--- config.mk ---
export PLATFORM = sky130hd
export DESIGN_NAME = pad_function_mux
export DESIGN_NICKNAME = d
export VERILOG_FILES = /design/src/core/pad_mux_pkg.sv /design/src/core/pad_function_mux.sv
export SDC_FILE = /design/constraint.sdc
export NUM_CORES = 1
export LEC_CHECK = 0
export BUFFER_PORTS_ARGS = -buffer_cell sky130_fd_sc_hd__buf_2
export CAP_MARGIN = 30
export CORE_AREA = 3 3 380 382
export CTS_BUF_LIST = sky130_fd_sc_hd__clkbuf_8
export CTS_CLUSTER_SIZE = 40
export DETAILED_ROUTE_END_ITERATION = 8
export DIE_AREA = 0 0 383 385
export PLACE_DENSITY = 0.38
export SYNTH_ARGS = -nofsm -noshare
export SYNTH_HDL_FRONTEND = slang
export SYNTH_SLANG_ARGS = --single-unit
--- constraint.sdc ---
create_clock -name aclk -period 5.1 [get_ports aclk]
set_input_delay 0 -clock aclk [delete_from_list [all_inputs] [get_ports aclk]]
set_output_delay 0 -clock aclk [all_outputs]
set_load 0.02 [all_outputs]
--- src/core/pad_mux_pkg.sv ---
// Shared constants for the pad function multiplexer
package pad_mux_pkg;

    // ----------------------------------------
    // Bus geometry
    // ----------------------------------------
    localparam int ADDR_W     = 12;              // Byte address width of the slave
    localparam int DATA_W     = 32;              // AXI4-Lite data width
    localparam int WORD_BYTES = 4;               // One register per aligned word

    // ----------------------------------------
    // Register map (byte addresses)
    // ----------------------------------------
    localparam logic [ADDR_W-1:0] PAD_CFG_BASE = 12'h000; // First pad configuration word
    localparam logic [ADDR_W-1:0] PAD_IN_ADDR  = 12'h100; // Synchronised pad input levels

    // ----------------------------------------
    // Pad configuration word layout
    // ----------------------------------------
    localparam int MODE_W      = 4;              // Function mode field width
    localparam int MODE_LSB    = 0;              // Mode field position
    localparam int DRIVE_LSB   = 4;              // Drive strength field position
    localparam int PULL_UP_BIT = 6;              // Weak pull-up enable
    localparam int PULL_DN_BIT = 7;              // Weak pull-down enable
    localparam int CFG_W       = 8;              // Stored bits per pad

    // Drive strength codes, three legal levels
    typedef enum logic [1:0]
    {
        DRIVE_2MA = 2'b00,
        DRIVE_4MA = 2'b01,
        DRIVE_6MA = 2'b10
    } drive_t;

    // ----------------------------------------
    // Reset values
    // ----------------------------------------
    localparam logic [CFG_W-1:0]  CFG_RESET = 8'h00; // Mode 0, 2 mA, no pulls
    localparam logic [MODE_W-1:0] MODE_ZERO = 4'h0;  // Default function mode

    // ----------------------------------------
    // AXI response codes
    // ----------------------------------------
    localparam logic [1:0] RESP_OKAY   = 2'b00;
    localparam logic [1:0] RESP_SLVERR = 2'b10;

endpackage : pad_mux_pkg

--- src/core/pad_function_mux.sv ---
// Per-pad function multiplexer with AXI4-Lite configuration registers
`timescale 1ns/1ps
module pad_function_mux
    import pad_mux_pkg::*;
#(
    parameter int NUM_PADS = 16                  // Number of multiplexed pads
)
(
    input  wire logic                          aclk,
    input  wire logic                          aresetn,
    // AXI4-Lite slave
    input  wire logic [pad_mux_pkg::ADDR_W-1:0] s_axi_awaddr,
    input  wire logic                          s_axi_awvalid,
    output logic                               s_axi_awready,
    input  wire logic [pad_mux_pkg::DATA_W-1:0] s_axi_wdata,
    input  wire logic [3:0]                    s_axi_wstrb,
    input  wire logic                          s_axi_wvalid,
    output logic                               s_axi_wready,
    output logic [1:0]                         s_axi_bresp,
    output logic                               s_axi_bvalid,
    input  wire logic                          s_axi_bready,
    input  wire logic [pad_mux_pkg::ADDR_W-1:0] s_axi_araddr,
    input  wire logic                          s_axi_arvalid,
    output logic                               s_axi_arready,
    output logic [pad_mux_pkg::DATA_W-1:0]     s_axi_rdata,
    output logic [1:0]                         s_axi_rresp,
    output logic                               s_axi_rvalid,
    input  wire logic                          s_axi_rready,
    // Peripheral function side, pad p mode m at bit p*16+m
    input  wire logic [NUM_PADS*(2**pad_mux_pkg::MODE_W)-1:0] func_out,
    input  wire logic [NUM_PADS*(2**pad_mux_pkg::MODE_W)-1:0] func_oe,
    output logic      [NUM_PADS*(2**pad_mux_pkg::MODE_W)-1:0] func_in,
    // Pad side
    input  wire logic [NUM_PADS-1:0]           pad_in,
    output logic      [NUM_PADS-1:0]           pad_out,
    output logic      [NUM_PADS-1:0]           pad_oe,
    output logic      [2*NUM_PADS-1:0]         pad_drive,
    output logic      [NUM_PADS-1:0]           pad_pull_up,
    output logic      [NUM_PADS-1:0]           pad_pull_dn
);
    import pad_mux_pkg::*;

    // ----------------------------------------
    // Local constants and helpers
    // ----------------------------------------
    localparam int NUM_MODES = 2**MODE_W;        // Functions per pad
    localparam int IDX_W     = $clog2(NUM_PADS); // Pad index width
    localparam logic [ADDR_W-1:0] PAD_CFG_END =
        ADDR_W'(int'(PAD_CFG_BASE) + NUM_PADS*WORD_BYTES);

    // True for an aligned address inside the pad configuration block
    function automatic logic addr_is_pad(input logic [ADDR_W-1:0] a);
        addr_is_pad = (a[1:0] == 2'b00) && (a >= PAD_CFG_BASE) && (a < PAD_CFG_END);
    endfunction : addr_is_pad

    // Pad index of a configuration address
    function automatic logic [IDX_W-1:0] pad_index(input logic [ADDR_W-1:0] a);
        logic [ADDR_W-1:0] off;
        off       = a - PAD_CFG_BASE;
        pad_index = off[IDX_W+1:2];
    endfunction : pad_index

    // Saturate the unused code so only three drive levels reach a pad
    function automatic logic [1:0] drive_level(input logic [1:0] code);
        drive_level = (code == 2'b11) ? DRIVE_6MA : code;
    endfunction : drive_level

    // ----------------------------------------
    // Storage
    // ----------------------------------------
    logic [CFG_W-1:0]   cfg_ff [NUM_PADS];       // Per-pad configuration words
    logic [NUM_PADS-1:0] pad_meta_ff;            // First synchroniser stage
    logic [NUM_PADS-1:0] pad_sync_ff;            // Second synchroniser stage
    logic                aw_held_ff;             // Write address captured
    logic [ADDR_W-1:0]   aw_addr_ff;             // Captured write address
    logic                w_held_ff;              // Write data captured
    logic [DATA_W-1:0]   w_data_ff;              // Captured write data
    logic                w_strb0_ff;             // Low byte lane enabled
    logic                bvalid_ff;              // Write response pending
    logic [1:0]          bresp_ff;               // Write response code
    logic                rvalid_ff;              // Read response pending
    logic [1:0]          rresp_ff;               // Read response code
    logic [DATA_W-1:0]   rdata_ff;               // Read data
    logic [NUM_PADS-1:0] pad_out_ff;             // Registered pad output value
    logic [NUM_PADS-1:0] pad_oe_ff;              // Registered pad output enable
    logic [2*NUM_PADS-1:0] pad_drive_ff;         // Registered drive codes
    logic [NUM_PADS-1:0] pull_up_ff;             // Registered pull-up enables
    logic [NUM_PADS-1:0] pull_dn_ff;             // Registered pull-down enables
    logic [NUM_PADS*NUM_MODES-1:0] func_in_ff;   // Registered inputs to functions

    // ----------------------------------------
    // Bus handshakes and decode
    // ----------------------------------------
    // One write in flight; both channels stall while the response waits
    wire aw_take  = s_axi_awvalid && s_axi_awready;
    wire w_take   = s_axi_wvalid && s_axi_wready;
    wire do_write = aw_held_ff && w_held_ff;
    wire wr_pad   = addr_is_pad(aw_addr_ff);
    wire [IDX_W-1:0] wr_idx = pad_index(aw_addr_ff);
    wire cfg_we   = do_write && wr_pad && w_strb0_ff;
    wire ar_take  = s_axi_arvalid && s_axi_arready;
    wire rd_pad   = addr_is_pad(s_axi_araddr);
    wire rd_in    = (s_axi_araddr == PAD_IN_ADDR);
    wire [IDX_W-1:0] rd_idx = pad_index(s_axi_araddr);
    wire wr_ok    = wr_pad || (aw_addr_ff == PAD_IN_ADDR);

    assign s_axi_awready = !aw_held_ff && !bvalid_ff;
    assign s_axi_wready  = !w_held_ff && !bvalid_ff;
    assign s_axi_arready = !rvalid_ff;
    assign s_axi_bvalid  = bvalid_ff;
    assign s_axi_bresp   = bresp_ff;
    assign s_axi_rvalid  = rvalid_ff;
    assign s_axi_rresp   = rresp_ff;
    assign s_axi_rdata   = rdata_ff;

    // Read data selection: config word, pad levels, or zero
    wire [DATA_W-1:0] rd_word =
        rd_pad ? {{(DATA_W-CFG_W){1'b0}}, cfg_ff[rd_idx]} :
        rd_in  ? {{(DATA_W-NUM_PADS){1'b0}}, pad_sync_ff} :
                 {DATA_W{1'b0}};
    wire [1:0] rd_resp = (rd_pad || rd_in) ? RESP_OKAY : RESP_SLVERR;

    // ----------------------------------------
    // Write channel capture and response
    // ----------------------------------------
    always_ff @(posedge aclk)
    begin
        if (!aresetn)
        begin
            aw_held_ff <= 1'b0;
            aw_addr_ff <= '0;
            w_held_ff  <= 1'b0;
            w_data_ff  <= '0;
            w_strb0_ff <= 1'b0;
            bvalid_ff  <= 1'b0;
            bresp_ff   <= RESP_OKAY;
        end
        else
        begin
            // Address and data may arrive in either order
            if (aw_take)
            begin
                aw_held_ff <= 1'b1;
                aw_addr_ff <= s_axi_awaddr;
            end
            if (w_take)
            begin
                w_held_ff  <= 1'b1;
                w_data_ff  <= s_axi_wdata;
                w_strb0_ff <= s_axi_wstrb[0];
            end
            // Commit and answer once both halves are in
            if (do_write)
            begin
                aw_held_ff <= 1'b0;
                w_held_ff  <= 1'b0;
                bvalid_ff  <= 1'b1;
                bresp_ff   <= wr_ok ? RESP_OKAY : RESP_SLVERR;
            end
            else if (bvalid_ff && s_axi_bready)
            begin
                bvalid_ff <= 1'b0;
            end
        end
    end

    // ----------------------------------------
    // Read channel
    // ----------------------------------------
    always_ff @(posedge aclk)
    begin
        if (!aresetn)
        begin
            rvalid_ff <= 1'b0;
            rresp_ff  <= RESP_OKAY;
            rdata_ff  <= '0;
        end
        else if (ar_take)
        begin
            rvalid_ff <= 1'b1;
            rresp_ff  <= rd_resp;
            rdata_ff  <= rd_word;
        end
        else if (s_axi_rready)
        begin
            rvalid_ff <= 1'b0;
        end
    end

    // ----------------------------------------
    // Configuration registers
    // ----------------------------------------
    // Reset value is the hardware part of the selection; any mode is accepted,
    // nothing checks it against other pads (boot code owns consistency)
    always_ff @(posedge aclk)
    begin
        for (int p = 0; p < NUM_PADS; p++)
        begin
            if (!aresetn)
                cfg_ff[p] <= CFG_RESET;
            else if (cfg_we && (wr_idx == IDX_W'(p)))
                cfg_ff[p] <= w_data_ff[CFG_W-1:0];
        end
    end

    // ----------------------------------------
    // Pad input synchroniser
    // ----------------------------------------
    always_ff @(posedge aclk)
    begin
        if (!aresetn)
        begin
            pad_meta_ff <= '0;
            pad_sync_ff <= '0;
        end
        else
        begin
            pad_meta_ff <= pad_in;
            pad_sync_ff <= pad_meta_ff;
        end
    end

    // ----------------------------------------
    // Function selection per pad
    // ----------------------------------------
    logic [NUM_PADS-1:0]           nxt_pad_out;   // Selected function output
    logic [NUM_PADS-1:0]           nxt_pad_oe;    // Selected function enable
    logic [NUM_PADS*NUM_MODES-1:0] nxt_func_in;   // Steered pad input

    for (genvar p = 0; p < NUM_PADS; p++)
    begin : g_pad
        wire [MODE_W-1:0] mode = cfg_ff[p][MODE_LSB +: MODE_W];
        assign nxt_pad_out[p] = func_out[p*NUM_MODES + int'(mode)];
        assign nxt_pad_oe[p]  = func_oe[p*NUM_MODES + int'(mode)];
        for (genvar m = 0; m < NUM_MODES; m++)
        begin : g_mode
            // Unselected functions see a steady low
            assign nxt_func_in[p*NUM_MODES + m] =
                (mode == MODE_W'(m)) ? pad_sync_ff[p] : 1'b0;
        end
    end

    // ----------------------------------------
    // Registered pad and function outputs
    // ----------------------------------------
    // Output enables reset low so every pad is high-impedance until a
    // selected function asks to drive it
    always_ff @(posedge aclk)
    begin
        if (!aresetn)
        begin
            pad_out_ff   <= '0;
            pad_oe_ff    <= '0;
            pad_drive_ff <= '0;
            pull_up_ff   <= '0;
            pull_dn_ff   <= '0;
            func_in_ff   <= '0;
        end
        else
        begin
            pad_out_ff <= nxt_pad_out;
            pad_oe_ff  <= nxt_pad_oe;
            func_in_ff <= nxt_func_in;
            for (int p = 0; p < NUM_PADS; p++)
            begin
                pad_drive_ff[2*p +: 2] <= drive_level(cfg_ff[p][DRIVE_LSB +: 2]);
                pull_up_ff[p] <= cfg_ff[p][PULL_UP_BIT];
                pull_dn_ff[p] <= cfg_ff[p][PULL_DN_BIT];
            end
        end
    end

    assign pad_out     = pad_out_ff;
    assign pad_oe      = pad_oe_ff;
    assign pad_drive   = pad_drive_ff;
    assign pad_pull_up = pull_up_ff;
    assign pad_pull_dn = pull_dn_ff;
    assign func_in     = func_in_ff;

    wire [MODE_W-1:0] pad0_mode = cfg_ff[0][MODE_LSB +: MODE_W];  // Helper view of pad 0
endmodule : pad_function_mux

Word-level counts from Yosys, hierarchy flattened --
Memories as Yosys holds them, arrays and structs flattened. Index checks and enable logic that the tools add are counted.
Word-level totals: bits in registers 445, RAM bits 128, input port bits 595, output and inout bits 393, memories kept 1
Memories:
- cfg_ff | depth 16, width 8, read ports 17, clocked after Yosys merged registers in 0, write ports 16, RTL line pad_function_mux.sv:71 | logic [CFG_W-1:0] cfg_ff [NUM_PADS];
Cells by class: add/sub/neg operators 15, $lt $le $gt $ge 20, equality and inequality tests 273, mux-type cells 183, bitwise logic cells 17, reduce and logical (&&, ||, !) cells 329
Operator list (number):
- $eq A4 B4 Y1 const B | 136
- $reduce_and A2 Y1 | 256
- $eq A4 B3 Y1 const B | 68
- $bmux W1 S8 | 30
- $eq A4 B2 Y1 const B | 34
- $mux W8 | 16
- $mux W1 | 115
- $add A8 B4 Y9 const A | 8
- $lt A9 B9 Y1 const B | 8
- $eq A4 B1 Y1 const B | 17
- $logic_not A4 Y1 | 17
- $lt A8 B9 Y1 const B | 4
- $mux W2 | 18
- $reduce_or A2 Y1 | 17
- $add A7 B4 Y8 const A | 4
- $eq A2 B2 Y1 const B | 16
- $mux W16 | 2
- $logic_and A1 B1 Y1 | 29
- $eq A12 B9 Y1 const B | 2
- $ge A12 B1 Y1 const B | 2
- $lt A12 B7 Y1 const B | 2
- $lt A7 B9 Y1 const B | 2
- $or A1 B1 Y1 | 16
- $add A6 B4 Y7 const A | 2
- other kinds (9) | 16

Logic depth before layout (Yosys ltp) --
Gate-level depths: netlist (run 1).
depth in word-level cells 10, gate-level depth with buffers 6, depth with buffers taken out 4

Least setup slack after synthesis (run 1) --
No wires, ideal clock.
path type flip-flop to flip-flop, from register aw_addr_ff[11], to memory cfg_ff[14][0], enable pin, library setup time 0.384 ns, data arrival time 2.091 ns, setup slack 2.625 ns, cell stages (with the launch flop) 6, period minus slack after synthesis 2.475 ns, cells stage by stage dfxtp_1 or4_4 nor4bb_1 clkbuf_4 nand3b_4 o21ai_0
RTL lines:
- start: declaration | RTL line pad_function_mux.sv:75 | logic [ADDR_W-1:0] aw_addr_ff;
- start signal: assignment | RTL line pad_function_mux.sv:144 | aw_addr_ff <= s_axi_awaddr;
- end: declaration | RTL line pad_function_mux.sv:71

==> impl_metrics.tcl, run 1 <==
set metrics [dict create \
    outcome "completed" \
    min_from "s_axi_araddr[6]" \
    fin_skew_ns 0.03976 \
    yosysWarnings 0 \
    final.fill_count 15293 \
    ys_top_cells_by_area "dfxtp_1 (39%), mux4_2 (20%), edfxtp_1 (18%)" \
    max_freq_mhz 286.3 \
    synth-edff-count 128 \
    vias 19210 \
    end_kind "flop" \
    finalPower_uw 10670 \
    period_share 0.6849 \
    async_reset_ff_frac 0 \
    wl_per_cell_um 22.61 \
    fin_util 0.2353 \
    num-nets-final 3578 \
    worstHoldEndpoint "s_axi_rresp[1]" \
    cts_tree "done" \
    postLayoutCellArea_mm2 0.03328 \
    switching_share 0.2583 \
    min_period_ns 3.493 \
    firstDrtPassIters 5 \
    start_kind "flop" \
    grt_pass1_vias 19471 \
    antenna_found_initial 30 \
    hold_path_class "primary input to flop" \
    cts_buffers 105 \
    crit_fanout 13 \
    seqCellArea_mm2 0.01239 \
    fin_setup_tns_ns 0 \
    synth_area_mm2 0.02191 \
    synth_ff_type "dfxtp_1" \
    initial_core_util 0.1549 \
    htreeDepth 3 \
    core_mm2 0.1414 \
    drive_above_1_share 0.4293 \
    p_switching_uw 2757 \
    p_int_uw 7913 \
    avgSynthCellArea_um2 12.18 \
    dieArea_mm2 0.1475 \
    r2r-end "pad_out[9]" \
    setup_viol 0 \
    clkPwrFrac 0.450 \
    holdPathStages 4 \
    cellPowerDensity_mw_per_mm2 320.6 \
    path_clk_slew_ns 0.07 \
    hold_violations 0 \
    dp_hpwl_um 88510 \
    tightest_slew_ns 0.9332 \
    syn_to_final_growth_pct 51.92 \
    drv_slew 0 \
    drtAntennaViolNets 0 \
    pwr-share-comb 0.103 \
    grt_pass1_wl_um 151300 \
    grt_use_total 0.1461 \
    portBuffers 942 \
    gp_congestion 0.8065 \
    die_h_um 385 \
    multiInputGateArea_mm2 0.008843 \
    relSlewSlack 0.3778 \
    place_area_mm2 0.02854 \
    ys_types 47 \
    hold_slack_ns 0.1999 \
    routed_wl_um 112400 \
    routed_via_density 3.865 \
    yosysTopAreaCell "dfxtp_1" \
    ir_worst_vdd_mv 0.1807 \
    cellLeakagePower_uw 0.01401 \
    grt_start_max_net_pins 81 \
    clock_sinks 555 \
    ys_seq_elements 555 \
    first_iter_violations 1240 \
    r2r-start "cfg_ff[9][0]" \
    grt-ovfl-total 0 \
    clk_path_buf_depth 3 \
    arrival_ns 4.17 \
    cts_root_buf "clkbuf_8" \
    r2r_slack_ns 1.61 \
    rows 138 \
    synthCells 1798 \
    num_io_pins 988 \
    synth_top_area_frac 0.3902 \
    maxCapViolCount 0 \
    die_width_um 383 \
    remaining_drc_errors 0 \
    postCtsSetupBuffers 0 \
    clk-insertion-delay-late_ns 0.81 \
    path_class "flop to flop" \
    r2r_cells 5 \
    ys_seq_area_frac 0.5657 \
    power_frac_seq 0.448 \
    critPathRequiredTime_ns 5.78 \
    rsz0062_at_grt "false" \
]
==> kinds of logic (layout without fill, tap and decap cells) <==
kind of cell | after synthesis | in the layout | share of synthesized area
compound gates | 86 | 86 | 0.02513
buf+inv | 141 | 1394 | 0.03353
flops | 555 | 555 | 0.5657
mux | 208 | 208 | 0.2047
other cells | 1 | 30 | 0.0001712
simple gates | 807 | 807 | 0.1708
==> power groups by stage <==
| stage | Combinational, uW | Clock, uW | Sequential [uW] |
|---|---|---|---|
| 2_1_floorplan | 465 | 0 | 4800 |
| 3_3_place_gp | 909 | 0 | 4890 |
| 3_5_place_dp | 922 | 0 | 4880 |
| 4_1_cts | 1100 | 5010 | 4790 |
| 5_1_grt | 1180 | 5200 | 4790 |
| 6_report | 1100 | 4800 | 4780 |
==> metrics by stage <==
stage	std cells	setup slack, ns
floorplan	1815	2.625
finish	4970	1.607
global placement	4524	1.607
detailed placement	4528	1.827
CTS	4956	1.544
global route	4959	1.455
==> registers in the layout (all words and copies together) (netlist names), 16 cells and up <==
signal       count
cfg_ff         128
func_in        256
pad_drive       32
pad_meta_ff     16
pad_oe          16
pad_out         16
pad_pull_dn     16
pad_pull_up     16
pad_sync_ff     16
s_axi_rdata     16
==> cell usage in the layout, fill, tap and decap left out, types with 15 or more instances in the layout <==
cell type      Yosys  final
a21oi_1           26     26
and2_1           114    114
buf_2             23    942
buf_4             20     15
clkbuf_8           3    124
conb_1             1     18
dfxtp_1          427    427
dlygate4sd3_1      0    236
edfxtp_1         128    128
inv_1              1     34
mux2i_1           16     16
mux4_2           192    192
nand2_1          154    154
nand2b_1          40     40
nand4_1           16     16
nor2_1           372    372
nor3_1            66     66
or3_1             16     16
==> cells in the mapped netlist, drive strengths merged (2+ instances only) <==
cell type / n
a21oi: 26
mux4: 192
nand2b: 40
clkbuf: 58
inv: 2
nor3: 66
nor4: 2
nand3: 2
mux2i: 16
a22oi: 8
buf: 81
nand4: 16
nand2: 155
o21ai: 17
or3: 16
nor2: 373
a211oi: 8
and2: 114
a22o: 8
edfxtp: 128
nand4b: 12
nand3b: 2
nor2b: 2
o21a: 8
a21boi: 8
dfxtp: 427
==> worst max path at each step <==
stage,startpoint,to,slack (ns)
after floorplan,aw_addr_ff[11],cfg_ff[14][0],2.63
after global routing,cfg_ff[13][0],pad_oe[13],1.45
after global placement,aw_addr_ff[11],cfg_ff[15][0],1.61
after CTS,cfg_ff[13][0],pad_oe[13],1.54
final,cfg_ff[9][0],pad_out[9],1.61
after detailed placement,aw_addr_ff[11],cfg_ff[8][2],1.83
==> layout make-up <==
class,instances,share of cell area
Inverter,2,0.0002256
Tap cell,1890,0.07106
Sequential cell,555,0.3724
Clock inverter,68,0.01771
Multi-Input combinational cell,1119,0.2657
Antenna cell,12,0.0009023
Timing Repair Buffer,1200,0.2207
Clock buffer,124,0.05128
==> worst max-delay path, cell delays in order (launching register included) <==
cell	delay, ns
edfxtp_1	0.95
mux4_2	0.59
dlygate4sd3_1	0.57
mux4_2	0.48
dlygate4sd3_1	0.58
and2_1	0.16
==> repair_timing <==
| item | in CTS | in global routing |
|---|---|---|
| resized for setup | 0 | 0 |
| hold buffers | 236 | 0 |
| endpoints found under the hold margin | 150 | 0 |
==> per-layer routing <==
metal,GRT usage,part of all wire
met1,0.1934,0.44
met2,0.2245,0.45
met5,0,0.00039
met3,0.04889,0.087
met4,0.04422,0.022
(Power assumes the default switching activity.)
==> run 2: changes to the inputs <==
Settings changed: ABC_AREA set to 1.
Clock period 5.1 ns to 3.3 ns, I/O delays scaled along.
==> impl_metrics.tcl, run 2 <==
set metrics [dict create \
    ys_seq_elements 555 \
    min_period_ns 3.177 \
    p_int_uw 12250 \
    async_reset_ff_frac 0 \
    p_switching_uw 4710 \
    synth_area_mm2 0.02192 \
    remaining_drc_errors 0 \
    grt_pass1_wl_um 175800 \
    fin_util 0.2569 \
    maxCapViolCount 0 \
    cpMaxStageDelayCell "dlygate4sd3_1" \
    initial_core_util 0.1550 \
    cellLeakagePower_uw 0.01719 \
    die_width_um 383 \
    gp_congestion 0.8236 \
    final_common_cell "buf_2" \
    clk-insertion-delay-late_ns 0.81 \
    synthTopCellsByCount "nand2_1 (597), nor2_1 (566), dfxtp_1 (427)" \
    clkPwrFrac 0.445 \
    dp_hpwl_um 99600 \
    cellPowerDensity_mw_per_mm2 466.8 \
    crit_chain "nand2_2, clkinvlp_4, a22oi_2, dlygate4sd3_1, a21oi_1, dlygate4sd3_1, nor2_1, dlygate4sd3_1, nor2_1" \
    yosysTopAreaCell "dfxtp_1" \
    core_mm2 0.1414 \
    clk_path_buf_depth 3 \
    cts_root_buf "clkbuf_8" \
    final_cell_mix "buf_2 (940), nand2_1 (596), nor2_1 (562), dlygate4sd3_1 (486), dfxtp_1 (427)" \
    synthCells 2656 \
    fin_skew_ns 0.06329 \
    r2r_slack_ns 0.12 \
    ir_worst_vdd_mv 0.3081 \
    ys_types 27 \
    drv_slew 0 \
    cp_top_family "buffers and inverters" \
    path_clk_slew_ns 0.07 \
    vias 24219 \
    grt-ovfl-total 0 \
    worst-path-buf-inv 4 \
    syn_to_final_growth_pct 65.76 \
    path_common_cell "dlygate4sd3_1" \
    die_h_um 385 \
    final.fill_count 15641 \
    first_iter_violations 1100 \
    grt_use_total 0.1671 \
    antenna_found_initial 21 \
    hold_path_class "primary input to flop" \
    end_kind "flop" \
    grt_pass1_vias 25031 \
    setup_viol 0 \
    path_class "flop to flop" \
    routed_via_density 3.928 \
    ys_seq_area_frac 0.5654 \
    fin_setup_tns_ns 0 \
    drive_above_1_share 0.2784 \
    wl_per_cell_um 20.78 \
    power_frac_seq 0.426 \
    crit_fanout 9 \
    pwr-share-comb 0.129 \
    largest_reg_flops 256 \
    routed_wl_um 128100 \
    cts_tree "done" \
    rows 138 \
    cts_buffers 108 \
    num-nets-final 4763 \
    arrival_ns 3.85 \
    drtAntennaViolNets 0 \
    htreeDepth 3 \
    critPathRequiredTime_ns 3.97 \
    yosysWarnings 0 \
    relSlewSlack 0.3525 \
    clock_sinks 555 \
    hold_violations 0 \
    firstDrtPassIters 5 \
    synth_most_common_cell "nand2_1" \
    rsz0062_at_grt "false" \
    start_kind "flop" \
    switching_share 0.2777 \
    synth-edff-count 128 \
    ys_top_cells_by_area "dfxtp_1 (39%), edfxtp_1 (18%), nand2_1 (10%)" \
    dieArea_mm2 0.1475 \
    grt_start_max_net_pins 68 \
    synth_ff_type "dfxtp_1" \
    max_freq_mhz 314.8 \
    avgSynthCellArea_um2 8.252 \
    tightest_slew_ns 0.9678 \
    portBuffers 942 \
    cpPeakStageDelay_ns 0.58 \
    outcome "completed" \
    num_io_pins 988 \
    synth_top_area_frac 0.3900 \
    period_share 0.9626 \
]
==> run 2: changes by cell type in the layout (fill, tap and decap cells not counted), sizes merged, moves of 17 or more <==
cell / before / now
a21oi: 26 / 67
nand2: 155 / 597
nor3: 66 / 20
a22oi: 8 / 256
mux4: 192 / 0
inv: 41 / 308
dlygate4sd3: 236 / 486
clkinv: 20 / 37
and2: 114 / 0
nor2: 373 / 575
nand3: 2 / 175
nand2b: 40 / 0
==> run 2: metal layers <==
metal  part of all wire  up-vias  track usage
li1                   -    11704            -
met1               0.38    11457       0.1797
met2               0.52      859       0.3119
met3              0.069      191      0.04547
met4              0.030        8      0.05819
met5            0.00043        -            0
==> run 2: metrics by stage <==
step / worst slack, ns / hold slack (ns) / area (um^2) / instances / power, uW
2_1_floorplan: 1.212 / 0.09763 / 21980 / 2673 / 8121
3_3_place_gp: 0.9994 / 0.1906 / 28980 / 5459 / 9104
3_5_place_dp: 0.9830 / 0.1830 / 29010 / 5461 / 9108
4_1_cts: 0.009093 / 0.001918 / 36250 / 6149 / 17380
5_1_grt: 0.005347 / 0.1161 / 36310 / 6155 / 17830
6_report: 0.1234 / 0.1422 / 36330 / 6165 / 16960
==> run 2: path summary, 6_finish.rpt <==
check	startpoint	endpoint	cells past startpoint
max reg2reg	cfg_ff[15][0]	pad_oe[15]	9
min reg2reg	pad_meta_ff[9]	pad_sync_ff[9]	2
min	s_axi_araddr[3]	s_axi_rdata[1]	7
max	cfg_ff[15][0]	pad_oe[15]	9
==> run 2: cell type report <==
| class | instances | area, um^2 | share of cell area |
|---|---|---|---|
| Sequential cell | 555 | 12390 | 0.3411 |
| Timing Repair Buffer | 1465 | 9910 | 0.2728 |
| Multi-Input combinational cell | 1746 | 8145 | 0.2242 |
| Tap cell | 1890 | 2365 | 0.06509 |
| Clock buffer | 137 | 1886 | 0.05190 |
| Inverter | 292 | 1107 | 0.03048 |
| Clock inverter | 65 | 489.2 | 0.01347 |
| Antenna cell | 15 | 37.54 | 0.001033 |
==> run 2: worst min-delay path, delay by kind of cell <==
family | cells | cell delay, ns
simple gates | 3 | 0.22
buf+inv | 2 | 0.54
compound gates | 2 | 0.10
==> run 2: logic make-up (layout without fill, tap and decap cells) <==
family | count (synthesis) | after routing | synth area share
flops | 555 | 555 | 0.5654
other cells | 1 | 33 | 0.0001711
buf+inv | 372 | 1959 | 0.06696
simple gates | 1373 | 1373 | 0.2571
compound gates | 355 | 355 | 0.1105
==> run 2: power by group through the flow <==
stage                     registers (uW)  logic [uW]  clock network [uW]
after floorplan                     7410         716                   0
after global placement              7380        1720                   0
after detailed placement            7380        1730                   0
after CTS                           7240        2210                7940
after global routing                7240        2390                8200
final                               7230        2180                7550
==> run 2: timing repair <==
action,4_1_cts,5_1_grt
buffers inserted,0,1
endpoints found under the hold margin,217,0
hold buffers,486,0
resized for setup,0,10
setup endpoints to repair,0,9
